## src/rtl/isp_pkg.sv

```systemverilog
package isp_pkg;
	// source count and register geometry
	localparam int ISP_NSRC = 10; // conditioned interrupt sources
	localparam int ISP_DW = 16; // register data width
	localparam int ISP_AW = 8; // register address width

	// register addresses
	localparam logic [7:0] ISP_ADDR_STATUS = 8'h7f; // sticky flags, w1c
	localparam logic [7:0] ISP_ADDR_MASK = 8'h80; // 1 blocks a flag
	localparam logic [7:0] ISP_ADDR_POL = 8'h81; // source sense
	localparam logic [7:0] ISP_ADDR_DB = 8'h82; // debounce enables
	localparam logic [7:0] ISP_ADDR_LEVEL = 8'h83; // live conditioned lvl

	// bit position of each source, same in every register
	localparam int ISP_BIT_DETECT = 0; // bias current detect
	localparam int ISP_BIT_SHORT = 1; // bias short circuit
	localparam int ISP_BIT_LOCK = 2; // loop lock
	localparam int ISP_BIT_IN7 = 3; // general-purpose input 7
	localparam int ISP_BIT_IN8 = 4; // general-purpose input 8
	localparam int ISP_BIT_PIN1 = 5; // general-purpose pin 1
	localparam int ISP_BIT_PIN2 = 6; // general-purpose pin 2
	localparam int ISP_BIT_PIN3 = 7; // general-purpose pin 3
	localparam int ISP_BIT_SEQ = 8; // write sequencer activity
	localparam int ISP_BIT_PIN4 = 9; // general-purpose pin 4

	// values after reset
	localparam logic [ISP_NSRC-1:0] ISP_POL_RST = 10'h000;
	localparam logic [ISP_NSRC-1:0] ISP_DB_RST = 10'h000;
	localparam logic [ISP_NSRC-1:0] ISP_MASK_RST = 10'h3ff;
	localparam logic [ISP_NSRC-1:0] ISP_STATUS_RST = 10'h000;

	// debounce time: a least time, so the count rounds up
	localparam int ISP_CLK_MHZ = 100; // clk_sys rate
	localparam int ISP_DB_TIME_NS = 40000; // input must hold this long
	localparam int ISP_DB_CYCLES = (ISP_DB_TIME_NS * ISP_CLK_MHZ + 999) / 1000;
endpackage

```

## src/rtl/isp_debounce.sv

```systemverilog
`timescale 1ns/10ps
module isp_debounce #(
	parameter int CYCLES = isp_pkg::ISP_DB_CYCLES // hold time in clocks
) (
	input logic clk_sys, // system clock
	input logic rst_b, // async reset, active low
	input logic sig_in, // conditioned source level
	input logic filt_en, // 1 filters, 0 bypasses
	output logic sig_out // filtered level
);
	import isp_pkg::*;

	localparam int CW = $clog2(CYCLES + 1); // counter width
	localparam logic [CW-1:0] LAST = CW'(CYCLES - 1); // final count

	// refuse a hold time the counter cannot serve
	if (CYCLES < 1 || CYCLES > 65535)
	begin : g_bad_cycles
		$error("isp_debounce: CYCLES out of range");
	end

	logic stable_q, stable_d; // accepted level
	logic [CW-1:0] cnt_q, cnt_d; // cycles the input has differed

	// accept a new level only after it differs for CYCLES clocks
	always_comb
	begin
		stable_d = stable_q;
		cnt_d = cnt_q;
		if (!filt_en)
		begin
			// bypass keeps tracking, so enabling never glitches
			stable_d = sig_in;
			cnt_d = '0;
		end
		else if (sig_in == stable_q)
			cnt_d = '0; // bounce back restarts the wait
		else if (cnt_q == LAST)
		begin
			stable_d = sig_in;
			cnt_d = '0;
		end
		else
			cnt_d = cnt_q + 1'b1;
	end

	// register only
	always_ff @(posedge clk_sys or negedge rst_b)
	begin
		if (!rst_b)
		begin
			stable_q <= 1'b0;
			cnt_q <= '0;
		end
		else
		begin
			stable_q <= stable_d;
			cnt_q <= cnt_d;
		end
	end

	assign sig_out = filt_en ? stable_q : sig_in;
endmodule

```

## src/rtl/isp_irq_cond.sv

```systemverilog
// Our own choice: the strobed register port.
`timescale 1ns/10ps
// Function
// - sense 0: sequencer running asserts source
// - sense 1: sequencer idle asserts source
// - sense 0: loop reaching lock raises source
// - sense 1: loop out of lock raises source
// - bias short sense bit: 0 high, 1 low
// - bias detect sense bit: 0 high, 1 low
// - sequencer source debounced only when enabled
// - bias short debounce enable, resets disabled
// - bias detect debounce enable, resets disabled
// - mask bit 1 blocks source from output
module isp_irq_cond #(
	parameter int DB_CYCLES = isp_pkg::ISP_DB_CYCLES // debounce hold
) (
	input logic clk_sys, // system clock, 100 MHz
	input logic rst_b, // async reset, active low
	input logic [isp_pkg::ISP_AW-1:0] addr, // register address
	input logic [isp_pkg::ISP_DW-1:0] wr_data, // write data
	input logic wr_stb, // write strobe, one cycle
	input logic rd_stb, // read strobe, one cycle
	output logic [isp_pkg::ISP_DW-1:0] rd_data, // read data, next cycle
	input logic seq_busy, // control_write_sequencer running
	input logic fll_locked, // frequency_locked_loop in lock
	input logic bias_short, // microphone_bias short circuit
	input logic bias_detect, // microphone_bias current detect
	input logic pin1_in, // general-purpose pin 1
	input logic pin2_in, // general-purpose pin 2
	input logic pin3_in, // general-purpose pin 3
	input logic pin4_in, // general-purpose pin 4
	input logic input7_in, // general-purpose input 7
	input logic input8_in, // general-purpose input 8
	output logic irq // interrupt to host, active high
);
	import isp_pkg::*;

	// refuse a debounce hold the filters cannot serve
	if (DB_CYCLES < 1 || DB_CYCLES > 65535)
	begin : g_bad_hold
		$error("isp_irq_cond: DB_CYCLES out of range");
	end

	localparam int PAD = ISP_DW - ISP_NSRC; // zero bits above sources

	logic [ISP_NSRC-1:0] raw; // sources as they arrive
	logic [ISP_NSRC-1:0] cond; // after sense inversion
	logic [ISP_NSRC-1:0] filt; // after optional debounce
	logic [ISP_NSRC-1:0] status; // sticky flags
	logic [ISP_NSRC-1:0] clr; // write-one-to-clear pulse
	logic [ISP_NSRC-1:0] sense_q, sense_d; // polarity register
	logic [ISP_NSRC-1:0] filt_en_q, filt_en_d; // debounce register
	logic [ISP_NSRC-1:0] block_q, block_d; // mask register
	logic [ISP_DW-1:0] rd_data_q, rd_data_d; // read answer

	// gather the sources at their register bit positions
	assign raw[ISP_BIT_DETECT] = bias_detect;
	assign raw[ISP_BIT_SHORT] = bias_short;
	assign raw[ISP_BIT_LOCK] = fll_locked;
	assign raw[ISP_BIT_IN7] = input7_in;
	assign raw[ISP_BIT_IN8] = input8_in;
	assign raw[ISP_BIT_PIN1] = pin1_in;
	assign raw[ISP_BIT_PIN2] = pin2_in;
	assign raw[ISP_BIT_PIN3] = pin3_in;
	assign raw[ISP_BIT_SEQ] = seq_busy;
	assign raw[ISP_BIT_PIN4] = pin4_in;

	// configuration writes; unmapped addresses are ignored
	always_comb
	begin
		sense_d = sense_q;
		filt_en_d = filt_en_q;
		block_d = block_q;
		if (wr_stb)
		begin
			case (addr)
				ISP_ADDR_POL: sense_d = wr_data[ISP_NSRC-1:0];
				ISP_ADDR_DB: filt_en_d = wr_data[ISP_NSRC-1:0];
				ISP_ADDR_MASK: block_d = wr_data[ISP_NSRC-1:0];
				default: ; // status clears below, others dropped
			endcase
		end
	end

	// configuration registers; all debounce starts off
	always_ff @(posedge clk_sys or negedge rst_b)
	begin
		if (!rst_b)
		begin
			sense_q <= ISP_POL_RST;
			filt_en_q <= ISP_DB_RST;
			block_q <= ISP_MASK_RST;
		end
		else
		begin
			sense_q <= sense_d;
			filt_en_q <= filt_en_d;
			block_q <= block_d;
		end
	end

	// a write to the status register clears the bits given as one
	assign clr = (wr_stb && addr == ISP_ADDR_STATUS) ?
		wr_data[ISP_NSRC-1:0] : '0;

	// per source: invert by the sense bit, then optionally debounce
	for (genvar i = 0; i < ISP_NSRC; i++)
	begin : g_src
		// sense 0 passes the level, 1 inverts it
		assign cond[i] = raw[i] ^ sense_q[i];

		isp_debounce #(
			.CYCLES(DB_CYCLES)
		) u_db (
			.clk_sys(clk_sys),
			.rst_b(rst_b),
			.sig_in(cond[i]),
			.filt_en(filt_en_q[i]),
			.sig_out(filt[i])
		);
	end

	// sticky flags, mask and the single interrupt line
	isp_status u_status (
		.clk_sys(clk_sys),
		.rst_b(rst_b),
		.level(filt),
		.clr(clr),
		.mask(block_q),
		.status(status),
		.irq(irq)
	);

	// read mux; the answer lives only in the cycle after the strobe
	always_comb
	begin
		rd_data_d = '0;
		if (rd_stb)
		begin
			case (addr)
				ISP_ADDR_STATUS: rd_data_d = {{PAD{1'b0}}, status};
				ISP_ADDR_MASK: rd_data_d = {{PAD{1'b0}}, block_q};
				ISP_ADDR_POL: rd_data_d = {{PAD{1'b0}}, sense_q};
				ISP_ADDR_DB: rd_data_d = {{PAD{1'b0}}, filt_en_q};
				ISP_ADDR_LEVEL: rd_data_d = {{PAD{1'b0}}, filt};
				default: rd_data_d = '0; // unmapped reads as zero
			endcase
		end
	end

	// read data flop
	always_ff @(posedge clk_sys or negedge rst_b)
	begin
		if (!rst_b)
			rd_data_q <= '0;
		else
			rd_data_q <= rd_data_d;
	end

	assign rd_data = rd_data_q;
endmodule

```

## src/rtl/isp_status.sv

```systemverilog
`timescale 1ns/10ps
module isp_status (
	input logic clk_sys, // system clock
	input logic rst_b, // async reset, active low
	input logic [isp_pkg::ISP_NSRC-1:0] level, // conditioned sources
	input logic [isp_pkg::ISP_NSRC-1:0] clr, // w1c pulse per bit
	input logic [isp_pkg::ISP_NSRC-1:0] mask, // 1 blocks a bit
	output logic [isp_pkg::ISP_NSRC-1:0] status, // sticky flags
	output logic irq // level, high while unmasked flag set
);
	import isp_pkg::*;

	logic [ISP_NSRC-1:0] status_q, status_d; // sticky flags

	// set wins over clear: an event in the clear cycle is kept
	always_comb
	begin
		status_d = (status_q & ~clr) | level;
	end

	// register only
	always_ff @(posedge clk_sys or negedge rst_b)
	begin
		if (!rst_b)
			status_q <= ISP_STATUS_RST;
		else
			status_q <= status_d;
	end

	assign status = status_q;
	assign irq = |(status_q & ~mask);
endmodule
```

## config.mk

```make
export PLATFORM = sky130hd
export DESIGN_NAME = isp_irq_cond
export DESIGN_NICKNAME = d
export VERILOG_FILES = /design/src/rtl/isp_pkg.sv /design/src/rtl/isp_debounce.sv /design/src/rtl/isp_irq_cond.sv /design/src/rtl/isp_status.sv
export SDC_FILE = /design/constraint.sdc
export NUM_CORES = 1
export LEC_CHECK = 0
export BUFFER_PORTS_ARGS = -buffer_cell sky130_fd_sc_hd__clkbuf_2
export CELL_PAD_IN_SITES_DETAIL_PLACEMENT = 0
export CELL_PAD_IN_SITES_GLOBAL_PLACEMENT = 1
export CORE_MARGIN = 2
export CORE_UTILIZATION = 35
export CTS_CLUSTER_SIZE = 12
export DETAILED_ROUTE_END_ITERATION = 12
export PLACE_DENSITY_LB_ADDON = 0.05
export REMOVE_ABC_BUFFERS = 1
export SLEW_MARGIN = 20
export SYNTH_ARGS = -nofsm -noshare
export SYNTH_HDL_FRONTEND = slang
export SYNTH_SLANG_ARGS = --single-unit
```

## constraint.sdc

```tcl
create_clock -name clk_sys -period 4.9 [get_ports clk_sys]
set_input_delay 0.245 -clock clk_sys [delete_from_list [all_inputs] [get_ports clk_sys]]
set_output_delay 0.245 -clock clk_sys [all_outputs]
set_load 0.005 [all_outputs]
```

* Word-level counts from Yosys, hierarchy flattened
Index checks and enable logic that the tools add are counted.
Word-level totals: flip-flop bits (word level) 186, output and inout bits 17, word-level logic and storage cells 183
Cells by class: $add $sub $neg 10, eq/ne operators 45, mux-type cells 73, bitwise operators 15, reductions and logical operators 15
Operators with widths (number):
- 2-to-1 mux 12 bit | 30
- adder 12 x 1 -> 12 bit (second input constant) | 10
- == test 12 bit (second input constant) | 10
- case mux 10 bit (5 select lines) | 1
- 2-to-1 mux 1 bit | 40
- == test 8 bit (second input constant) | 4
- AND reduction 2 bit | 13
- bitwise AND 10 bit | 2
- 2-to-1 mux 10 bit | 2
- inequality test 2 x 1 -> 1 bit (second input constant) | 10
- inequality test 2 bit (second input constant) | 10
- NOT 10 bit | 2
- == test 1 bit | 10
- bitwise OR 10 bit | 1
- OR reduction 10 bit | 1
- XOR 1 bit | 10
- == test 8 x 7 -> 1 bit (second input constant) | 1
- logical AND 1 bit | 1

* Depth between registers and ports, before layout
word-level depth 6, mapped depth 6, gate-level depth less buffers 5

* Cells and area by module
From an unflattened synthesis, not the netlist that was laid out.
Unflattened totals: cells, all modules 837, area, all modules 8861.0 sq um
Modules (own cells, without submodules):
- isp_debounce | times used 10, cells each 62, area each 636.9 sq um, seq. area each 325.3 sq um
- isp_irq_cond | times used 1, cells each 179, area each 2074.5 sq um, seq. area each 1013.5 sq um
- isp_status | times used 1, cells each 38, area each 417.9 sq um, seq. area each 250.2 sq um

* Worst setup path before layout
Ideal clock, no wire load.
kind in2reg, start input addr[3] in the netlist's numbering, end register filt_en_q[0], library setup time 0.125 ns, arrival 1.714 ns, data required time 4.775 ns, setup slack 3.061 ns, stages 5, path buffers 1, cells stage by stage or4_4 nor3_4 and4b_1 buf_4 mux2_2
Between the ends: cells in the longest elaborated chain, start to end 2
Ends and longest elaborated chain:
- from (decl) | line isp_irq_cond.sv:19 | input logic [isp_pkg::ISP_AW-1:0] addr,
- == test 8 bit | line isp_irq_cond.sv:76 | case (addr)
- AND reduction 2 bit (no source line)
- to (signal assigned) | line isp_irq_cond.sv:97 | filt_en_q <= filt_en_d;
- to (decl) | line isp_irq_cond.sv:52 | logic [ISP_NSRC-1:0] filt_en_q, filt_en_d;
No other way between the ends. A chain may end at the register's enable or synchronous reset.

* Worst setup path in the final report
start input addr[3] in the netlist's numbering, end register filt_en_q[4]
Same word-level chain as after synthesis.

==> impl_results.md <==
* Status: complete, no violations
* GRT overflow at 0
* Yosys top cell by area: dfrtp_1
* Tmin final at roughly 2 ns
* Reg2reg start: g_src[8].u_db.cnt_q[0]$_DFF_PN0_
* Via count at just under 6000
* WL final at around 18 mm
* WL per Instance at around 15 um
* Met1 Use GR at 20.16%
* Port-buffer cells at 42
* Dpl ws at ~2.4 ns
* Async SR Flop Fraction at 100.0%
* Post-synthesis cell count at about 800
* Post-synthesis register bit count at 180
* Pre-Repair DR Iteration Count at 4
* Worst EP arrival at 2.35 ns
* Ports at between 50 and 60
* Reg2reg end: g_src[8].u_db.cnt_q[11]$_DFF_PN0_
* WHS Path Cells at 2
* Leak Pwr at 4.027 nW
* CP max FO at 10
* Crit share post-route at 41.66%
* YS warnings at 0
* Post-synth EDFFs at 0
* CTS root buffer: clkbuf_16
* Top-area cell type share of the netlist area at 49.38%
* Register area share after synthesis at a little over half
* Type of the worst setup path: primary input to flip-flop
* Req. time, crit path at 5.21 ns
* TNS Setup at 0 ns
* Clock power frac at roughly 46%
* Type of origin of the critical path: primary input
* Final Slew Violations at 0
* CTS tree: done
* Switching Fraction at between 20% and 30%
* Die ar. at roughly 26000 sq um
* Antenna viol nets, final at 0
* Post-CTS resize count at 0
* Combinational share of power at ~5%
* Core Util, Final at roughly 40%
* Row count at between 50 and 60
* Overall routing resource usage at 14.98%
* Die height at between 150 and 200 um
* RSZ-0062 raised after global routing: false
* Worst slew pin tran at ~1.1 ns
* Netlist cell types at 43
* Gpl congestion at ~0.77
* Initial antenna violation count at 1
* Mapped Area at approximately 8600 sq um
* Worst-case clock buffer depth at 2
* Final setup margin at between 2 and 3 ns
* Met3 Use GR at ~3.2%
* Vias/cell at approximately 5
* Final hold violations at 0
* Layout cells sized above 1 at between 10% and 20%
* Syn avg cell area at between 10 and 15 sq um
* Clock sinks at 180
* Top-count cell post-synth: dfrtp_1
* Slew HR at between 20 and 30%
* Met2 Use GR at 24.37%
* Power share of the sequential group at about half
* HP Class: primary input to flip-flop
* Top area cells in the synthesized netlist: dfrtp_1 (49%), xor2_1 (7.1%), mux2_2 (6.5%)
* Drt drc at 0
* Largest net degree at the start of global routing at between 100 and 150
* First-pass GRT wire length at 31.12 mm
* Setup violations, final at 0
* GR peak layer: met2
* Max_cap viols at 0
* Initial Utilization at between 30% and 40%
* CTS Buf Count at 17
* Worst skew pair latency at between 0.4 and 0.5 ns
* Flop2flop setup slack at 3.13 ns
* Starting DRT DRC Count at 330
* Vias in the first global route at 5952
* Design Area, Final at approximately 9800 sq um
* Post-DP HPWL at ~12 mm
* Internal power at 2.395 mW
* CTS H-tree lvls at 4
* Commonest cells post-synth: dfrtp_1 (170), nor2_1 (141), xor2_1 (70)
* Clock slew at reported path FFs at around 0.07 ns
* Hold Path End: sense_q[9]$_DFFE_PN0P_
* Area Overhead vs Synth at 13.75%
* R2R depth at 5
* Dominant synthesized flop cell: dfrtp_1
* Switching power at about 720 uW
* Min Hold Slack at between 0.1 and 0.15 ns
* # diodes at 0
* Final nets at roughly 910
* Die boundary width at between 150 and 200 um
* VDD IR max at approximately 220 uV
* Worst hold start: wr_data[9]
* Core box area at between 20000 and 25000 sq um
* Max Clock Skew at a little over 0.01 ns
* Crit end category: flip-flop
* Fmax at between 400 and 500 MHz
* P per Cell Area at around 320 nW/um^2
* DP Area at 9186 sq um
==> registers in the layout, indices dropped and copies added (netlist names) <==
signal,flops
block_q,10
g_src.u_db.cnt_q,120
sense_q,10
u_status.status,10
filt_en_q,10
rd_data,10
g_src.u_db.stable_q,10
==> cells in the final DEF, fill, tap and decap left out, types with 2 or more instances in the layout <==
cell,count
clkbuf_2,41
nand2_1,68
xnor2_1,50
dfstp_2,10
mux4_2,6
nor4_1,6
nor3_1,19
nor3b_1,9
clkinvlp_4,5
and4_1,10
o22ai_1,8
buf_4,2
clkbuf_16,17
dfrtp_1,170
a22o_1,6
ha_1,10
mux2i_1,4
inv_6,2
a32oi_1,3
xor2_1,70
clkbuf_1,3
nand4_1,46
nand3_1,42
a31oi_1,3
nor2_1,141
mux2_2,50
a21o_1,10
inv_1,23
clkbuf_8,2
conb_1,6
and3_1,10
bufinv_16,3
==> kinds of logic after synthesis <==
family | Yosys count | share of synthesized area, %
AOI/OAI and AO/OA | 33 | 2.847
xor gates and xnor gates | 120 | 12.20
adders and majority gates | 10 | 1.452
buffers and inverters | 36 | 1.975
DFF | 180 | 52.43
muxes | 60 | 8.569
other | 1 | 0.04353
and+or+nand+nor | 363 | 20.48
==> how the worst max path moves through the flow <==
stage / start / to / cells after the start / slack, ns
after floorplan: addr[3] / block_q[0]$_DFFE_PN1P_ / 4 / 2.92
after global placement: addr[3] / block_q[7]$_DFFE_PN1P_ / 5 / 2.44
after detailed placement: addr[3] / filt_en_q[7]$_DFFE_PN0P_ / 5 / 2.41
after CTS: addr[3] / filt_en_q[4]$_DFFE_PN0P_ / 5 / 2.87
after global routing: addr[3] / filt_en_q[0]$_DFFE_PN0P_ / 5 / 2.78
final: addr[3] / filt_en_q[4]$_DFFE_PN0P_ / 5 / 2.86
==> what timing repair did <==
item,CTS,global route
hold buffers,0,1
buffers inserted,0,0
endpoints found under the hold margin,0,5
setup endpoints to repair,0,0
==> per-stage QoR <==
step           std cells  total power [mW]
2_1_floorplan        795             1.644
3_3_place_gp        1163             1.723
3_5_place_dp        1163             1.727
4_1_cts             1195             3.165
5_1_grt             1196             3.249
6_report            1196             3.112
==> routing by layer <==
layer | up-vias | share of wire (%)
li1 | 2882 | -
met4 | 0 | 1.5
met3 | 20 | 3.1
met5 | - | 0
met2 | 68 | 48
met1 | 2850 | 47
==> power by group through the flow <==
stage / Clock (mW) / Sequential, mW / Combinational, mW
floorplan: 0 / 1.56 / 0.0849
global placement: 0 / 1.57 / 0.158
detailed placement: 0 / 1.57 / 0.161
CTS: 1.47 / 1.54 / 0.162
global route: 1.53 / 1.54 / 0.179
finish: 1.42 / 1.54 / 0.157
==> final cells by class <==
type	count	area [sq um]
multi-input combinational	592	3946
sequential	180	4517
clock buffer	21	450.4
inverter	23	86.33
timing repair buffer	45	244.0
clock inverter	11	150.1
fill	2401	14450
tap	324	405.4
==> worst max-delay path: stages <==
cell and delay [ns]:
clkbuf_2 0.11, or4_4 0.57, nor3_4 0.29, and4b_1 0.72, mux2_2 0.41
(Power assumes the default switching activity.)
